===== config.mk =====
export PLATFORM = sky130hd
export DESIGN_NAME = dma_trig_arb
export DESIGN_NICKNAME = d
export VERILOG_FILES = /design/src/dma_trig_pkg.sv /design/src/dma_trig_arb.sv
export SDC_FILE = /design/constraint.sdc
export NUM_CORES = 1
export LEC_CHECK = 0
export BUFFER_PORTS_ARGS = -buffer_cell sky130_fd_sc_hd__buf_2
export CAP_MARGIN = 20
export CORE_AREA = 5 5 152 154
export CTS_CLUSTER_DIAMETER = 30
export DETAILED_ROUTE_END_ITERATION = 8
export DIE_AREA = 0 0 157 159
export RECOVER_POWER = 50
export SYNTH_ARGS = -nofsm -noshare
export SYNTH_HDL_FRONTEND = slang
export SYNTH_SLANG_ARGS = --single-unit

===== constraint.sdc =====
create_clock -name clk -period 2.95 [get_ports clk]
set_input_delay 0.59 -clock clk [delete_from_list [all_inputs] [get_ports clk]]
set_output_delay 0.59 -clock clk [all_outputs]
set_load 0.1 [all_outputs]

===== src/dma_trig_pkg.sv =====
// constants for the dma trigger select and priority block
package dma_trig_pkg;
  localparam int         NCH           = 3;
  // register byte offsets
  localparam logic [7:0] ADDR_GCTRL    = 8'h00;
  localparam logic [7:0] ADDR_STATUS   = 8'h04;
  localparam logic [3:0] CH_CTRL_OFS   = 4'h0;
  localparam logic [3:0] CH_SIZE_OFS   = 4'h4;
  // global_ctrl_1 fields
  localparam int         GC_NMI_BIT    = 0;
  localparam int         GC_ROT_BIT    = 1;
  // channel control fields
  localparam int         CC_TSEL_LSB   = 0;
  localparam int         CC_EN_BIT     = 4;
  localparam int         CC_MODE_LSB   = 5;
  localparam int         CC_DONE_BIT   = 7;
  // trigger codes
  localparam logic [3:0] TSEL_CONV     = 4'h6;
  localparam logic [3:0] TSEL_TA0      = 4'h7;
  localparam logic [3:0] TSEL_TB0      = 4'h8;
  localparam logic [3:0] TSEL_P1RX     = 4'h9;
  localparam logic [3:0] TSEL_P1TX     = 4'hA;
  localparam logic [3:0] TSEL_MULT     = 4'hB;
  localparam logic [3:0] TSEL_B0RX     = 4'hC;
  localparam logic [3:0] TSEL_B0TX     = 4'hD;
  localparam logic [3:0] TSEL_CHAIN    = 4'hE;
  localparam logic [3:0] TSEL_EXT      = 4'hF;
  // transfer modes
  localparam logic [1:0] MODE_SINGLE   = 2'h0;
  localparam logic [1:0] MODE_BLOCK    = 2'h1;
  localparam logic [1:0] MODE_BURST    = 2'h2;
  // reset values
  localparam logic [3:0] TSEL_RST      = 4'h0;
  localparam logic [1:0] MODE_RST      = 2'h0;
  localparam logic [15:0] CNT_RST      = 16'h0000;
  localparam logic [1:0] RR_RST        = 2'h0;
endpackage


===== src/dma_trig_arb.sv =====
// dma trigger selection, abort control and channel priority arbiter
//
// Summary of operation
// code 0110 starts on conversion completion
// software-set conversion flag never triggers
// dma result access clears conversion flag
// sigma-delta completion triggers, same clear behaviour
// sigma-delta irq enable masks its trigger
// 0111 timer a cc0, clear, irq mask
// 1000 timer b cc0, clear, irq mask
// 1001 port 1 receive, clear, mask
// 1010 port 1 transmit, clear, mask
// 1011 multiplier ready for operand triggers
// 1100 port b0 receive, clear, mask
// 1101 port b0 transmit, clear, mask
// 1110 chains done flags, no clear
// 1111 external trigger pin requests transfer
// nmi aborts transfer when enabled
// clearing enable stops burst-block transfer
// default priority channel 0, 1, 2
// transfer in progress never preempted
// rotating: finished channel becomes lowest
// rotate bit cleared restores fixed order
// done flag sets when count hits zero
`timescale 1ns/10ps
`default_nettype none
module dma_trig_arb (
  input  wire logic        clk,                   // 50 MHz system clock
  input  wire logic        srst,                  // sync reset, high
  // ahb-lite slave
  input  wire logic        hsel,                  // slave select
  input  wire logic [31:0] haddr,                 // byte address
  input  wire logic [1:0]  htrans,                // transfer type
  input  wire logic        hwrite,                // write when high
  input  wire logic [2:0]  hsize,                 // word only
  input  wire logic [31:0] hwdata,                // write data
  input  wire logic        hready,                // bus ready
  output logic             hreadyout,             // always ready
  output logic             hresp,                 // always okay
  output logic [31:0]      hrdata,                // read data
  // trigger sources
  input  wire logic        conv_done_hw_set,      // hw conversion end pulse
  input  wire logic        conv_done_flag,        // flag level, status only
  input  wire logic        conv_result_access,    // dma read of result reg
  input  wire logic        sigma_delta_hw_set,    // master chan end pulse
  input  wire logic        sigma_delta_irq_enable,// masks sd trigger
  input  wire logic        sigma_delta_result_access, // dma read of sd reg
  input  wire logic        timer_a_cc0_flag,      // timer a cc0 flag
  input  wire logic        timer_a_cc0_irq_enable,// mask
  input  wire logic        timer_b_cc0_flag,      // timer b cc0 flag
  input  wire logic        timer_b_cc0_irq_enable,// mask
  input  wire logic        port1_rx_flag,         // port 1 receive
  input  wire logic        port1_rx_irq_enable,   // mask
  input  wire logic        port_a1_rx_flag,       // port a1 receive
  input  wire logic        port_a1_rx_irq_enable, // mask
  input  wire logic        port1_tx_flag,         // port 1 transmit
  input  wire logic        port1_tx_irq_enable,   // mask
  input  wire logic        port_a1_tx_flag,       // port a1 transmit
  input  wire logic        port_a1_tx_irq_enable, // mask
  input  wire logic        mult_ready,            // multiplier takes operand
  input  wire logic        port_b0_rx_flag,       // port b0 receive
  input  wire logic        port_b0_rx_irq_enable, // mask
  input  wire logic        port_b0_tx_flag,       // port b0 transmit
  input  wire logic        port_b0_tx_irq_enable, // mask
  input  wire logic        ext_trigger_in,        // external trigger pin
  input  wire logic        nmi,                   // non-maskable interrupt
  // flag clears
  output logic             conv_flag_clear,       // clear conversion flag
  output logic             sigma_delta_flag_clear,// clear sd flag
  output logic             timer_a_cc0_clear,     // clear at start
  output logic             timer_b_cc0_clear,     // clear at start
  output logic             port1_rx_clear,        // clear at start
  output logic             port1_tx_clear,        // clear at start
  output logic             port_b0_rx_clear,      // clear at start
  output logic             port_b0_tx_clear,      // clear at start
  // transfer engine
  output logic             xfer_start,            // grant pulse
  output logic             xfer_busy,             // transfer in progress
  output logic [1:0]       xfer_chan,             // granted channel
  output logic             xfer_abort,            // abort pulse
  input  wire logic        xfer_unit_done         // one unit moved
);
  typedef enum logic {ST_IDLE, ST_BUSY} arb_e;

  // ==========================================================================
  // state
  arb_e        st_q, st_d;
  logic [1:0]  act_q, act_d, rr_q, rr_d;
  logic        nmi_en_q, nmi_en_d, rot_q, rot_d;
  logic [3:0]  tsel_q [dma_trig_pkg::NCH];
  logic [3:0]  tsel_d [dma_trig_pkg::NCH];
  logic [1:0]  mode_q [dma_trig_pkg::NCH];
  logic [1:0]  mode_d [dma_trig_pkg::NCH];
  logic [15:0] cnt_q  [dma_trig_pkg::NCH];
  logic [15:0] cnt_d  [dma_trig_pkg::NCH];
  logic [2:0]  en_q, en_d, done_q, done_d, pend_q, pend_d;
  logic [2:0]  done_prev_q, trig;
  logic [15:0] lvl, lvl_q, rise;
  logic        conv_evt;
  logic        ph_wr_q, ph_wr_d;
  logic [7:0]  ph_addr_q, ph_addr_d;
  logic [31:0] rdata_q, rdata_d;
  logic [7:0]  clr_d, clr_q;
  logic        start_d, abort_d;
  logic [1:0]  first, pick;
  logic        found, finish;
  logic        acc;

  function automatic logic [1:0] nxt(input logic [1:0] c);
    nxt = (c == 2'h2) ? 2'h0 : c + 2'h1;
  endfunction

  // ==========================================================================
  // trigger sources
  always_comb begin
    lvl = 16'h0000;
    lvl[dma_trig_pkg::TSEL_TA0]  = timer_a_cc0_flag & ~timer_a_cc0_irq_enable;
    lvl[dma_trig_pkg::TSEL_TB0]  = timer_b_cc0_flag & ~timer_b_cc0_irq_enable;
    lvl[dma_trig_pkg::TSEL_P1RX] = (port1_rx_flag & ~port1_rx_irq_enable) |
                                 (port_a1_rx_flag & ~port_a1_rx_irq_enable);
    lvl[dma_trig_pkg::TSEL_P1TX] = (port1_tx_flag & ~port1_tx_irq_enable) |
                                 (port_a1_tx_flag & ~port_a1_tx_irq_enable);
    lvl[dma_trig_pkg::TSEL_MULT] = mult_ready;
    lvl[dma_trig_pkg::TSEL_B0RX] = port_b0_rx_flag & ~port_b0_rx_irq_enable;
    lvl[dma_trig_pkg::TSEL_B0TX] = port_b0_tx_flag & ~port_b0_tx_irq_enable;
    lvl[dma_trig_pkg::TSEL_EXT]  = ext_trigger_in;
  end
  // masked flags ride on the level so unmasking a set flag still fires
  assign rise = lvl & ~lvl_q;
  // only hardware completion pulses count; flag level is never watched
  assign conv_evt = conv_done_hw_set |
                    (sigma_delta_hw_set & ~sigma_delta_irq_enable);

  for (genvar g = 0; g < dma_trig_pkg::NCH; g++) begin : g_trig
    localparam int PRV = (g + dma_trig_pkg::NCH - 1) % dma_trig_pkg::NCH;
    always_comb begin
      case (tsel_q[g])
        dma_trig_pkg::TSEL_CONV:  trig[g] = conv_evt;
        dma_trig_pkg::TSEL_CHAIN: trig[g] = done_q[PRV] & ~done_prev_q[PRV];
        dma_trig_pkg::TSEL_TA0, dma_trig_pkg::TSEL_TB0,
        dma_trig_pkg::TSEL_P1RX, dma_trig_pkg::TSEL_P1TX,
        dma_trig_pkg::TSEL_MULT, dma_trig_pkg::TSEL_B0RX,
        dma_trig_pkg::TSEL_B0TX, dma_trig_pkg::TSEL_EXT:
          trig[g] = rise[tsel_q[g]];
        default: trig[g] = 1'b0;
      endcase
    end
  end

  // ==========================================================================
  // arbiter, channels and register file
  always_comb begin
    st_d = st_q;
    act_d = act_q;
    rr_d = rr_q;
    nmi_en_d = nmi_en_q;
    rot_d = rot_q;
    tsel_d = tsel_q;
    mode_d = mode_q;
    cnt_d = cnt_q;
    en_d = en_q;
    done_d = done_q;
    pend_d = pend_q;
    clr_d = 8'h00;
    start_d = 1'b0;
    abort_d = 1'b0;
    finish = 1'b0;
    found = 1'b0;
    pick = 2'h0;
    ph_wr_d = 1'b0;
    ph_addr_d = ph_addr_q;
    rdata_d = rdata_q;
    // priority search from the current highest channel
    first = rot_q ? rr_q : 2'h0;
    for (int k = 0; k < dma_trig_pkg::NCH; k++) begin
      if (!found && pend_q[first] && en_q[first] && cnt_q[first] != 16'h0000)
      begin
        found = 1'b1;
        pick = first;
      end
      first = nxt(first);
    end
    // software register writes in the data phase
    if (ph_wr_q) begin
      if (ph_addr_q == dma_trig_pkg::ADDR_GCTRL) begin
        nmi_en_d = hwdata[dma_trig_pkg::GC_NMI_BIT];
        rot_d = hwdata[dma_trig_pkg::GC_ROT_BIT];
      end else if (ph_addr_q[5:4] != 2'h0 && ph_addr_q[7:6] == 2'h0) begin
        if (ph_addr_q[3:0] == dma_trig_pkg::CH_CTRL_OFS) begin
          tsel_d[ph_addr_q[5:4] - 2'h1] =
            hwdata[dma_trig_pkg::CC_TSEL_LSB +: 4];
          mode_d[ph_addr_q[5:4] - 2'h1] =
            hwdata[dma_trig_pkg::CC_MODE_LSB +: 2];
          en_d[ph_addr_q[5:4] - 2'h1] = hwdata[dma_trig_pkg::CC_EN_BIT];
          if (hwdata[dma_trig_pkg::CC_DONE_BIT])
            done_d[ph_addr_q[5:4] - 2'h1] = 1'b0;
        end else if (ph_addr_q[3:0] == dma_trig_pkg::CH_SIZE_OFS) begin
          cnt_d[ph_addr_q[5:4] - 2'h1] = hwdata[15:0];
        end
      end
    end
    unique case (st_q)
      ST_IDLE: begin
        if (found) begin
          st_d = ST_BUSY;
          act_d = pick;
          start_d = 1'b1;
          pend_d[pick] = 1'b0;
          // source flags cleared at start; chained done flags are not
          clr_d[2] = tsel_q[pick] == dma_trig_pkg::TSEL_TA0;
          clr_d[3] = tsel_q[pick] == dma_trig_pkg::TSEL_TB0;
          clr_d[4] = tsel_q[pick] == dma_trig_pkg::TSEL_P1RX;
          clr_d[5] = tsel_q[pick] == dma_trig_pkg::TSEL_P1TX;
          clr_d[6] = tsel_q[pick] == dma_trig_pkg::TSEL_B0RX;
          clr_d[7] = tsel_q[pick] == dma_trig_pkg::TSEL_B0TX;
        end
      end
      ST_BUSY: begin
        // no other channel is looked at here: no preemption
        if (nmi && nmi_en_q) begin
          abort_d = 1'b1;
          finish = 1'b1;
        end else if (!en_d[act_q] &&
                     mode_q[act_q][1] == dma_trig_pkg::MODE_BURST[1]) begin
          abort_d = 1'b1;
          finish = 1'b1;
        end else if (xfer_unit_done) begin
          cnt_d[act_q] = cnt_q[act_q] - 16'h0001;
          if (cnt_q[act_q] == 16'h0001) begin
            done_d[act_q] = 1'b1;
            en_d[act_q] = 1'b0;
            finish = 1'b1;
          end else if (mode_q[act_q] == dma_trig_pkg::MODE_SINGLE) begin
            finish = 1'b1;
          end
        end
        if (finish) begin
          st_d = ST_IDLE;
          rr_d = nxt(act_q);
        end
      end
    endcase
    // a new trigger outranks the clear at its own start
    pend_d = pend_d | trig;
    // dma access to a result register clears the converter flag
    clr_d[0] = conv_result_access;
    clr_d[1] = sigma_delta_result_access;
    // ahb address phase; reads sample state now, data out next cycle
    acc = hsel && hready && htrans[1];
    if (acc) begin
      ph_wr_d = hwrite;
      ph_addr_d = haddr[7:0];
      rdata_d = 32'h0000_0000;
      if (haddr[7:0] == dma_trig_pkg::ADDR_GCTRL) begin
        rdata_d[dma_trig_pkg::GC_NMI_BIT] = nmi_en_q;
        rdata_d[dma_trig_pkg::GC_ROT_BIT] = rot_q;
      end else if (haddr[7:0] == dma_trig_pkg::ADDR_STATUS) begin
        rdata_d[0] = st_q == ST_BUSY;
        rdata_d[2:1] = act_q;
        rdata_d[4:3] = rot_q ? rr_q : 2'h0;
        rdata_d[7:5] = pend_q;
        rdata_d[10:8] = done_q;
        rdata_d[11] = conv_done_flag;
      end else if (haddr[5:4] != 2'h0 && haddr[7:6] == 2'h0) begin
        if (haddr[3:0] == dma_trig_pkg::CH_CTRL_OFS) begin
          rdata_d[dma_trig_pkg::CC_TSEL_LSB +: 4] = tsel_q[haddr[5:4] - 2'h1];
          rdata_d[dma_trig_pkg::CC_EN_BIT] = en_q[haddr[5:4] - 2'h1];
          rdata_d[dma_trig_pkg::CC_MODE_LSB +: 2] = mode_q[haddr[5:4] - 2'h1];
          rdata_d[dma_trig_pkg::CC_DONE_BIT] = done_q[haddr[5:4] - 2'h1];
        end else if (haddr[3:0] == dma_trig_pkg::CH_SIZE_OFS) begin
          rdata_d[15:0] = cnt_q[haddr[5:4] - 2'h1];
        end
      end
    end
  end

  always_ff @(posedge clk) begin
    if (srst) begin
      st_q <= ST_IDLE;
      act_q <= 2'h0;
      rr_q <= dma_trig_pkg::RR_RST;
      nmi_en_q <= 1'b0;
      rot_q <= 1'b0;
      for (int i = 0; i < dma_trig_pkg::NCH; i++) begin
        tsel_q[i] <= dma_trig_pkg::TSEL_RST;
        mode_q[i] <= dma_trig_pkg::MODE_RST;
        cnt_q[i] <= dma_trig_pkg::CNT_RST;
      end
      en_q <= 3'h0;
      done_q <= 3'h0;
      done_prev_q <= 3'h0;
      pend_q <= 3'h0;
      lvl_q <= 16'h0000;
      clr_q <= 8'h00;
      xfer_start <= 1'b0;
      xfer_abort <= 1'b0;
      ph_wr_q <= 1'b0;
      ph_addr_q <= 8'h00;
      rdata_q <= 32'h0000_0000;
    end else begin
      st_q <= st_d;
      act_q <= act_d;
      rr_q <= rr_d;
      nmi_en_q <= nmi_en_d;
      rot_q <= rot_d;
      tsel_q <= tsel_d;
      mode_q <= mode_d;
      cnt_q <= cnt_d;
      en_q <= en_d;
      done_q <= done_d;
      done_prev_q <= done_q;
      pend_q <= pend_d;
      lvl_q <= lvl;
      clr_q <= clr_d;
      xfer_start <= start_d;
      xfer_abort <= abort_d;
      ph_wr_q <= ph_wr_d;
      ph_addr_q <= ph_addr_d;
      rdata_q <= rdata_d;
    end
  end

  // ==========================================================================
  // outputs
  assign hreadyout = 1'b1;
  assign hresp = 1'b0;
  assign hrdata = rdata_q;
  assign xfer_busy = st_q == ST_BUSY;
  assign xfer_chan = act_q;
  assign conv_flag_clear = clr_q[0];
  assign sigma_delta_flag_clear = clr_q[1];
  assign timer_a_cc0_clear = clr_q[2];
  assign timer_b_cc0_clear = clr_q[3];
  assign port1_rx_clear = clr_q[4];
  assign port1_tx_clear = clr_q[5];
  assign port_b0_rx_clear = clr_q[6];
  assign port_b0_tx_clear = clr_q[7];
endmodule // dma_trig_arb
`default_nettype wire


# Word-level counts from Yosys, hierarchy flattened
# Cells that the tools add are included.
# Widths: inputs -> output; s select.
dict set report totals {
  regBits 136
  latchBits 0
  mem_bits_rw 0
  rom_bits 0
  in_bits 100
  out_inout_bits 47
  elab_cells 323
  mem_count 0
}
dict set report op_classes {
  addsub 6
  multipliers 0
  div_mod_pow 0
  n_lt_le_gt_ge 22
  eq_ne 43
  shift 0
  muxes 132
  bitwise_logic 48
  n_reduce_logical 45
}
# operator count
set op_table {}
lappend op_table {{$mux 48} 9}
lappend op_table {{$mux 16} 14}
lappend op_table {{$bmux 16 s2} 5}
lappend op_table {{$eq 4x4->1 const B} 29}
lappend op_table {{$bwmux 48} 2}
lappend op_table {{$demux 16 s2} 2}
lappend op_table {{$mux 3} 21}
lappend op_table {{$reduce_bool 16->1} 3}
lappend op_table {{$eq 4x3->1 const B} 9}
lappend op_table {{$mux 1} 28}
lappend op_table {{$mux 2} 13}
lappend op_table {{$mux 4} 6}
lappend op_table {{$reduce_or 8->1} 3}
lappend op_table {{$ge 3x3->1 const B} 7}
lappend op_table {{$lt 2x3->1 const B} 7}
lappend op_table {{$not 2->3} 7}
lappend op_table {{$logic_and 1x1->1} 19}
lappend op_table {{$bmux 1 s2} 9}
lappend op_table {{$and 16x16->16} 1}
lappend op_table {{$bmux 4 s2} 2}
lappend op_table {{$eq 16x1->1 const B} 1}
lappend op_table {{$logic_not 8->1} 2}
lappend op_table {{$mux 8} 2}
lappend op_table {{$not 1->1} 16}
lappend op_table {{other kinds (34)} 79}

# Logic depth before layout (Yosys ltp)
# Gate-level depths: netlist (run 1).
dict set report depth {
  word_depth 27
  depth_mapped 12
  ltp_nobuf 10
}

# Least setup slack after synthesis (run 1)
# Ideal clock, no wire load.
dict set report synth_path {
  path_kind {register to register}
  from {reg act_q[0] (netlist: xfer_chan[0])}
  to {reg cnt_q[13] (netlist bit)}
  arrival_ps 3518
  required_ps 2816
  slack_ps -702
  path_stages_with_launch 11
  n_path_buf 2
  cell_sequence {dfxtp_1 -> clkbuf_1 -> clkbuf_1 -> mux2i_1 -> o2bb2ai_1 -> or4_1 -> nor3_1 -> nand2_1 -> nor3_1 -> xor2_1 -> a211oi_1}
}
dict set report synth_between {
  elab_chain_cells 10
}
# item line_no
set synth_lines {}
lappend synth_lines {{from (decl)} dma_trig_arb.sv:88} ;# logic [1:0] act_q, act_d, rr_q, rr_d;
lappend synth_lines {{from (signal assigned)} dma_trig_arb.sv:302} ;# act_q <= act_d;
lappend synth_lines {{$not 2->3 (not written as such)} {dma_trig_arb.sv:224, dma_trig_arb.sv:228}}
lappend synth_lines {{$bmux 16 s2, or another cell as far along} dma_trig_arb.sv:228} ;# cnt_d[act_q] = cnt_q[act_q] - 16'h0001;
lappend synth_lines {{$mux 16 (not written as such) or $logic_and 1x1->1 (tied branches)} dma_trig_arb.sv:228}
lappend synth_lines {{$mux 16 (not written as such)} dma_trig_arb.sv:228}
lappend synth_lines {{$sub 16x1->16 or $demux 16 s2 (tied branches)} dma_trig_arb.sv:228}
lappend synth_lines {{$bwmux 48} dma_trig_arb.sv:228}
lappend synth_lines {{$mux 48} dma_trig_arb.sv:227} ;# end else if (xfer_unit_done) begin
lappend synth_lines {{$mux 48 (*)} dma_trig_arb.sv:223} ;# end else if (!en_d[act_q] &&
lappend synth_lines {{$mux 48 (*)} dma_trig_arb.sv:220} ;# if (nmi && nmi_en_q) begin
lappend synth_lines {{$mux 48 (*)} dma_trig_arb.sv:202} ;# unique case (st_q)
lappend synth_lines {{to (signal, indexed assignment)} dma_trig_arb.sv:287} ;# cnt_q[i] <= dma_trig_pkg::CNT_RST;
lappend synth_lines {{to (signal assigned)} dma_trig_arb.sv:308} ;# cnt_q <= cnt_d;
lappend synth_lines {{to (decl)} dma_trig_arb.sv:94} ;# logic [15:0] cnt_q [dma_trig_pkg::NCH];
# Mark *: on every way between the ends. The rest lies on a longest branch, timed or not. The select of a mux whose other input is x is not followed.
# A chain may end at the register's enable or synchronous reset.

# Worst setup path in the final report (run 1)
dict set report layout_path {
  from {reg cnt_q[44] (netlist bit)}
  to {reg clr_q[3]}
}
dict set report layout_between {
  elab_chain_cells 21
}
# item line_no
set layout_lines {}
lappend layout_lines {{$bmux 16 s2} dma_trig_arb.sv:176} ;# if (!found && pend_q[first] && en_q[first] && cnt_q[first] != 16'h0000)
lappend layout_lines {{$mux 16 (not written as such) (2 in series)} dma_trig_arb.sv:176}
lappend layout_lines {{$reduce_bool 16->1} dma_trig_arb.sv:176}
lappend layout_lines {{$logic_and 1x1->1} dma_trig_arb.sv:176}
lappend layout_lines {{$mux 1} dma_trig_arb.sv:176}
lappend layout_lines {{$logic_not 1->1} dma_trig_arb.sv:176}
lappend layout_lines {{$logic_and 1x1->1 (3 in series)} dma_trig_arb.sv:176}
lappend layout_lines {{$mux 1} dma_trig_arb.sv:176}
lappend layout_lines {{$logic_not 1->1} dma_trig_arb.sv:176}
lappend layout_lines {{$logic_and 1x1->1 (3 in series)} dma_trig_arb.sv:176}
lappend layout_lines {{$mux 2} dma_trig_arb.sv:176}
lappend layout_lines {{$not 2->3 (not written as such)} dma_trig_arb.sv:211} ;# clr_d[3] = tsel_q[pick] == dma_trig_pkg::TSEL_TB0;
lappend layout_lines {{$bmux 4 s2} dma_trig_arb.sv:211}
lappend layout_lines {{$mux 4 (not written as such) (2 in series)} dma_trig_arb.sv:211}
lappend layout_lines {{$eq 4x4->1} dma_trig_arb.sv:211}
lappend layout_lines {{to (signal assigned)} dma_trig_arb.sv:314} ;# clr_q <= clr_d;
lappend layout_lines {{to (decl)} dma_trig_arb.sv:103} ;# logic [7:0] clr_d, clr_q;
# Parallel ways exist; a longest one is shown, timed or not. The select of a mux whose other input is x is not followed.

==> Flow_metrics.wiki, run 1 <==
{| class="wikitable"
! Metric !! Value
|-
| Mapped cell area || between 0.007 and 0.008 mm²
|-
| Worst EP arrival || 3.22 ns
|-
| Number of endpoints with negative hold slack in the final report || 0
|-
| Placer congestion estimate || 0.8808
|-
| Most used cells in the layout excluding fill and tap cells || dfxtp_1, nor2_1, mux2i_1
|-
| Max-slew violation count || 0
|-
| Clock Skews || 0.009134 ns
|-
| Largest fanout on the critical path || 4
|-
| Row Count || 54
|-
| Number of routed nets with antenna violations || 0
|-
| Total DRC errors in the routed layout || 0
|-
| Largest net degree at the start of global routing || 58
|-
| Total of max-cap violations || 0
|-
| Port Buffers || 84
|-
| Cell mode on critical path || nor4_1
|-
| Number of design-rule violations left by the first detailed-router iteration || ~540
|-
| Upper clock frequency limit || between 0.3 and 0.4 GHz
|-
| Total number of H-tree levels || 4
|-
| Finished Cell Area || 0.009148 mm²
|-
| Part of the Yosys area used for sequential elements || 34.65%
|-
| Initial DRT Pass Iterations || 5
|-
| Congestion Overflow GR || 0
|-
| Number of vias per cell || ~5.5
|-
| Number of I/O pins || roughly 150
|-
| Y dimension of the die || 159 µm
|-
| Area growth syn-to-layout || 23.71%
|-
| Detailed Route WL || 23700 µm
|-
| Most common library cell in the layout ignoring fill and taps || dfxtp_1
|-
| Final HPWL from detailed placement || 17120 µm
|-
| Core area || between 0.02 and 0.025 mm²
|-
| Vias || 6982
|-
| Antenna violations before repair || 0
|-
| CTS tree || done
|-
| Net count of the finished layout || 1091
|-
| Fillers || 2188
|-
| Path type of the worst min-delay path || primary input to flop
|-
| Mapped Cells || 865
|-
| Standard cell area after detailed placement || 0.008502 mm²
|-
| Routed length per placed instance || 18.50 µm
|-
| Mean Syn Cell Area || between 8 and 9 µm²
|-
| Worst setup path category || flop to flop
|-
| Clock root buffer || clkbuf_16
|-
| Highest cell delay on the worst timing path || 0.44 ns
|-
| Initial core utilization || 34.31%
|-
| Yosys cell types || 62
|-
| Time the final worst path needs with I/O delays and setup || 2.882 ns
|-
| Power density over the cells || ~480 mW/mm²
|-
| Ratio of cells with drive above 1 in the final layout || 22.48%
|-
| Count of inserted antenna diode cells || 0
|-
| EDFF count, synth || 0
|-
| Standby leakage power || 3.585 nW
|-
| Num CTS Buffers || 17
|-
| Die Width || 157 µm
|-
| Synthesized flop and latch total || roughly 130
|-
| Highest ir drop seen on vdd || 319.1 µV
|-
| Clock slew at reported path FFs || 0.06 ns
|-
| Critical path startpoint category || flop
|-
| Fin crit share || 97.70%
|-
| Worst slew pin tran || 1.262 ns
|-
| GRT Util Overall || 18.64%
|-
| Crit. End Element || flop
|-
| Max clock buf depth || 2
|-
| Full die area || 0.02496 mm²
|-
| Required time of the critical path || 3.29 ns
|-
| Standard cell with the maximum stage delay on the critical path || nor4_1
|-
| Tightest slew margin relative to the limit || 15.86%
|-
| Via count of the first global-routing pass || 6630
|-
| Async set-or-reset flop fraction in the synthesized netlist || 0%
|-
| Total setup violations reported at the end of the flow || 0
|-
| Series of cell instances along the critical path || nor4_1 -> nand4_1 -> buf_4 -> o221ai_1 -> a41oi_1 -> o22ai_2 -> mux2_2 -> o41a_1 -> nor4_1
|-
| Run status || completed
|-
| Count of warnings emitted by yosys || 0
|-
| Insertion delay to the later sink of the worst-skew pair || 0.43 ns
|-
| Primary FF master, synth || dfxtp_1
|-
| CTS sink count || 128
|-
| Final total power || between 4 and 5 mW
|-
| Global-route wire length before repair || 36730 µm
|}
## report_power, final
part	internal (mW)	switching [mW]	leakage [nW]
registers	1.75	0.0116	1.04
clock network	1.48	0.794	0.315
logic	0.0905	0.313	2.23
total	3.32	1.12	3.59
## worst max-delay path, delay by kind of cell (launching register included)
kind                   cells  cell delay [ns]
multiplexers               1             0.37
AO/OA/AOI/OAI              4             1.03
flip-flops                 1             0.32
AND/OR/NAND/NOR            3             0.87
buffers and inverters      1             0.20
## final cells by class
type / count / area [µm²] / area share, %
repair buffers: 169 / 1056 / 11.54
multi-input cells: 654 / 4476 / 48.93
inverters: 18 / 67.56 / 0.7386
flip-flops and latches: 128 / 2567 / 28.07
well taps: 280 / 350.3 / 3.830
clock inverters: 11 / 158.9 / 1.737
clock buffers: 21 / 471.7 / 5.157
## path summary, 6_finish.rpt
check	startpoint	endpoint	slack, ns	cells past startpoint
max	cnt_q[44]$_SDFF_PP0_	clr_q[3]$_SDFF_PP0_	0.07	9
min	port_b0_tx_irq_enable	lvl_q[13]$_SDFF_PP0_	0.33	2
max reg2reg	cnt_q[44]$_SDFF_PP0_	clr_q[3]$_SDFF_PP0_	0.07	9
min reg2reg	hrdata[14]$_SDFFE_PP0P_	hrdata[14]$_SDFFE_PP0P_	0.46	2
## synth_stat cells (all sizes together), types with 6 or more instances
cell | n | area share [%]
a211oi | 59 | 6.0
a21oi | 24 | 1.6
a22oi | 9 | 0.91
a2bb2oi | 7 | 0.83
a31oi | 6 | 0.51
and2 | 7 | 0.64
buf | 33 | 3.0
clkbuf | 48 | 2.4
dfxtp | 128 | 35
inv | 18 | 0.91
mux2 | 21 | 3.2
mux2i | 100 | 14
mux4 | 9 | 2.7
nand2 | 71 | 3.6
nand3 | 18 | 1.2
nand4 | 6 | 0.51
nor2 | 120 | 6.1
nor2b | 11 | 0.93
nor3 | 24 | 1.6
nor4 | 22 | 2.7
o211ai | 6 | 0.61
o21ai | 30 | 2.0
o2bb2ai | 6 | 0.71
xnor2 | 7 | 0.83
xor2 | 7 | 0.83
## state kept, by name, summed over array words and instances, names as in the netlist
| register | count |
|---|---|
| done_prev_q | 3 |
| hrdata | 16 |
| cnt_q | 48 |
| xfer_busy | 1 |
| xfer_start | 1 |
| tsel_q | 12 |
| nmi_en_q | 1 |
| rot_q | 1 |
| mode_q | 6 |
| en_q | 3 |
| clr_q | 8 |
| xfer_chan | 2 |
| ph_addr_q | 8 |
| xfer_abort | 1 |
| rr_q | 2 |
| pend_q | 3 |
| lvl_q | 8 |
| ph_wr_q | 1 |
| done_q | 3 |
## per-stage QoR
step	std cells	hold WS, ns	setup TNS [ns]	utilization (%)	worst slack (ns)
after global routing	1281	0.3311	-0.01028	42.44	-0.01028
after CTS	1278	0.3136	0	42.38	0.0003599
after detailed placement	1246	0.4507	0	39.45	0.01038
final	1281	0.3273	0	42.44	0.06776
after global placement	1246	0.4419	0	39.45	0.08383
after floorplan	881	0.4308	0	-	0.05233
## cells by family after synthesis
group / Yosys count / share of synthesized area [%]
simple gates: 308 / 20.12
other cells: 2 / 0.1016
flops: 128 / 34.65
fa+ha+maj: 3 / 0.5077
xor+xnor: 14 / 1.658
buf+inv: 99 / 6.379
compound gates: 181 / 17.11
mux: 130 / 19.48
## what timing repair did
item | CTS | global route
pin swaps | 0 | 1
hold buffers | 0 | 0
buffers inserted | 0 | 3
gates resized for setup | 1 | 10
endpoints found under the setup margin | 1 | 60
## routing by layer
| layer | global-route usage (%) | part of all wire (%) | wire length, µm | vias to the layer above |
|---|---|---|---|---|
| li1 | - | - | - | 3373 |
| met1 | 26.27 | 46 | 10890 | 3336 |
| met2 | 28.61 | 46 | 10900 | 242 |
| met3 | 3.343 | 6.3 | 1499 | 31 |
| met4 | 6.391 | 1.7 | 409 | 0 |
| met5 | 0 | 0 | 0 | - |
Note: power is estimated with default switching activity, not from simulation.
==> run 2, diff against run 1 <==
CTS_BUF_LIST = sky130_fd_sc_hd__clkbuf_4 sky130_fd_sc_hd__clkbuf_8   (was default)
==> Flow_metrics.wiki, run 2 (synthesized netlist as in run 1, its figures left out) <==
{| class="wikitable"
! Metric !! Value
|-
| Run status || completed
|-
| Total setup violations reported at the end of the flow || 0
|-
| Upper clock frequency limit || 0.3468 GHz
|-
| Worst EP arrival || ~3.3 ns
|-
| Number of endpoints with negative hold slack in the final report || 0
|-
| CTS tree || done
|-
| Standard cell with the maximum stage delay on the critical path || mux2_2
|-
| Switching Share || 26.75%
|-
| Die Width || 157 µm
|-
| Num CTS Buffers || 17
|-
| Standby leakage power || 3.495 nW
|-
| Series of cell instances along the critical path || nor4_1 -> buf_4 -> nand4_1 -> buf_4 -> o221ai_1 -> a41oi_1 -> o22ai_2 -> mux2_2 -> o41a_1 -> nor4_1
|-
| Number of vias per cell || 5.436
|-
| Total of max-cap violations || 0
|-
| Count of cells along the worst hold path || 2
|-
| Critical path startpoint category || flop
|-
| Register containing the most flip-flops in the final layout || cnt_q
|-
| Worst setup path category || flop to flop
|-
| Insertion delay to the later sink of the worst-skew pair || roughly 0.46 ns
|-
| Placer congestion estimate || 0.8808
|-
| Internal cell power || 2.874 mW
|-
| Final hold slack || roughly 0.29 ns
|-
| Tightest slew margin relative to the limit || 16.34%
|-
| Routed length per placed instance || 18.44 µm
|-
| Total DRC errors in the routed layout || 0
|-
| CP Buf/Inv Count || 2
|-
| GRT Util Overall || approximately a fifth
|-
| Via count of the first global-routing pass || between 6000 and 7000
|-
| Worst hold path startpoint || port_b0_tx_irq_enable
|-
| Antenna violations before repair || 0
|-
| Area growth syn-to-layout || 21.24%
|-
| Worst reg2reg path depth || 10
|-
| Initial core utilization || 34.31%
|-
| Largest fanout on the critical path || 4
|-
| Number of routed nets with antenna violations || 0
|-
| Global-route wire length before repair || 36760 µm
|-
| Highest ir drop seen on vdd || 168.5 µV
|-
| Full die area || between 0.02 and 0.025 mm²
|-
| Reg-to-reg critical path endpoint || clr_q[3]$_SDFF_PP0_
|-
| Clock slew at reported path FFs || 0.08 ns
|-
| Worst slew pin tran || 1.255 ns
|-
| Core area || 0.02155 mm²
|-
| Number of I/O pins || roughly 150
|-
| CTS sink count || around 130
|-
| Stages on worst setup path || 10
|-
| Row Count || 54
|-
| Sequential fraction of design power || 44.8%
|-
| Min setup slack post-route || 0.06660 ns
|-
| Net count of the finished layout || 1091
|-
| Setup TNS Final || 0 ns
|-
| Ratio of cells with drive above 1 in the final layout || 22.38%
|-
| Cell family with the largest share of critical-path delay || compound AO/OA/AOI/OAI gates
|-
| Power density over the cells || between 400 and 500 mW/mm²
|-
| Worst Setup Slack post-DPL || 0.01038 ns
|-
| Number of design-rule violations left by the first detailed-router iteration || 502
|-
| Proportion of power drawn by the clock network || 45.0%
|-
| Initial DRT Pass Iterations || 8
|-
| Congestion Overflow GR || 0
|-
| Vias || roughly 7000
|-
| Hold endpoint || lvl_q[13]$_SDFF_PP0_
|-
| Fin crit share || 97.74%
|-
| Fillers || 2218
|-
| Detailed Route WL || 23630 µm
|-
| Path type of the worst min-delay path || primary input to flop
|-
| Highest cell delay on the worst timing path || 0.37 ns
|-
| Count of inserted antenna diode cells || 0
|-
| Total number of H-tree levels || 4
|-
| Startpoint of the most critical register-to-register path || cnt_q[36]$_SDFF_PP0_
|-
| Reported net switching power || about 1.0 mW
|-
| Required time of the critical path || 3.32 ns
|-
| Port Buffers || 84
|-
| Share of total power in combinational logic || 10.3%
|-
| Time the final worst path needs with I/O delays and setup || 2.883 ns
|-
| Clock Skews || 0.01066 ns
|-
| Y dimension of the die || approximately 160 µm
|-
| Most used cells in the layout excluding fill and tap cells || dfxtp_1, nor2_1, mux2i_1
|-
| Max clock buf depth || 2
|-
| Number of flip-flops in the largest register || 48
|-
| Max-slew violation count || 0
|-
| Crit. End Element || flop
|-
| Largest net degree at the start of global routing || 58
|-
| Most common library cell in the layout ignoring fill and taps || dfxtp_1
|-
| Final HPWL from detailed placement || ~17000 µm
|-
| Clock root buffer || clkbuf_8
|-
| Core utilization of the finished layout || 41.59%
|-
| Reg-to-reg slack, setup || 0.07 ns
|}
-- run 2: final cells by class --
cell class	count	area, µm²	area share, %
multi-input cells	654	4483	50.01
flip-flops and latches	128	2567	28.64
clock inverters	12	188.9	2.107
well taps	280	350.3	3.908
repair buffers	169	1045	11.65
inverters	18	67.56	0.7537
clock buffers	20	262.8	2.931
-- run 2: worst register-to-register path, cell delays in order (launching register included) --
cell	delay, ns
dfxtp_1	0.33
nor4_1	0.33
buf_4	0.18
nand4_1	0.10
buf_4	0.19
o221ai_1	0.23
a41oi_1	0.20
o22ai_2	0.22
mux2_2	0.37
o41a_1	0.37
nor4_1	0.27
-- run 2: power by group through the flow --
stage | Sequential [mW] | Combinational (mW) | Clock [mW]
floorplan | 1.86 | 0.255 | 0
global placement | 1.79 | 0.407 | 0
detailed placement | 1.80 | 0.409 | 0
CTS | 1.76 | 0.410 | 1.79
global route | 1.76 | 0.426 | 1.87
finish | 1.76 | 0.403 | 1.76
-- run 2: how the worst max path moves through the flow --
stage                                    from                 endpoint  slack [ns]
floorplan                            haddr[4]  hrdata[10]$_SDFFE_PP0P_        0.05
global placement    ph_addr_q[0]$_SDFFE_PP0P_     cnt_q[27]$_SDFF_PP0_        0.08
detailed placement  ph_addr_q[0]$_SDFFE_PP0P_     cnt_q[29]$_SDFF_PP0_        0.01
CTS                 ph_addr_q[0]$_SDFFE_PP0P_     cnt_q[47]$_SDFF_PP0_      -0.006
global route             cnt_q[12]$_SDFF_PP0_      clr_q[7]$_SDFF_PP0_      -0.007
finish                   cnt_q[36]$_SDFF_PP0_      clr_q[3]$_SDFF_PP0_        0.07
-- run 2: stage by stage --
| step | cell area, µm² | total power, mW | std cells |
|---|---|---|---|
| floorplan | 7472 | 2.112 | 881 |
| global placement | 8502 | 2.202 | 1246 |
| detailed placement | 8502 | 2.205 | 1246 |
| CTS | 8955 | 3.951 | 1278 |
| global route | 8965 | 4.057 | 1281 |
| finish | 8965 | 3.923 | 1281 |
-- run 2: metal layers --
metal | share of wire, % | up-vias | track usage (%)
met5 | 0 | - | 0
met4 | 1.2 | 0 | 5.523
met3 | 6.5 | 28 | 3.262
met2 | 46 | 256 | 28.96
met1 | 46 | 3322 | 26.36
li1 | - | 3357 | -
-- run 2: repair_timing --
item                       4_1_cts  5_1_grt
setup buffers                    0        3
hold buffers                     0        0
resized for setup                1       11
pin swaps                        0        1
setup endpoints to repair        1       60
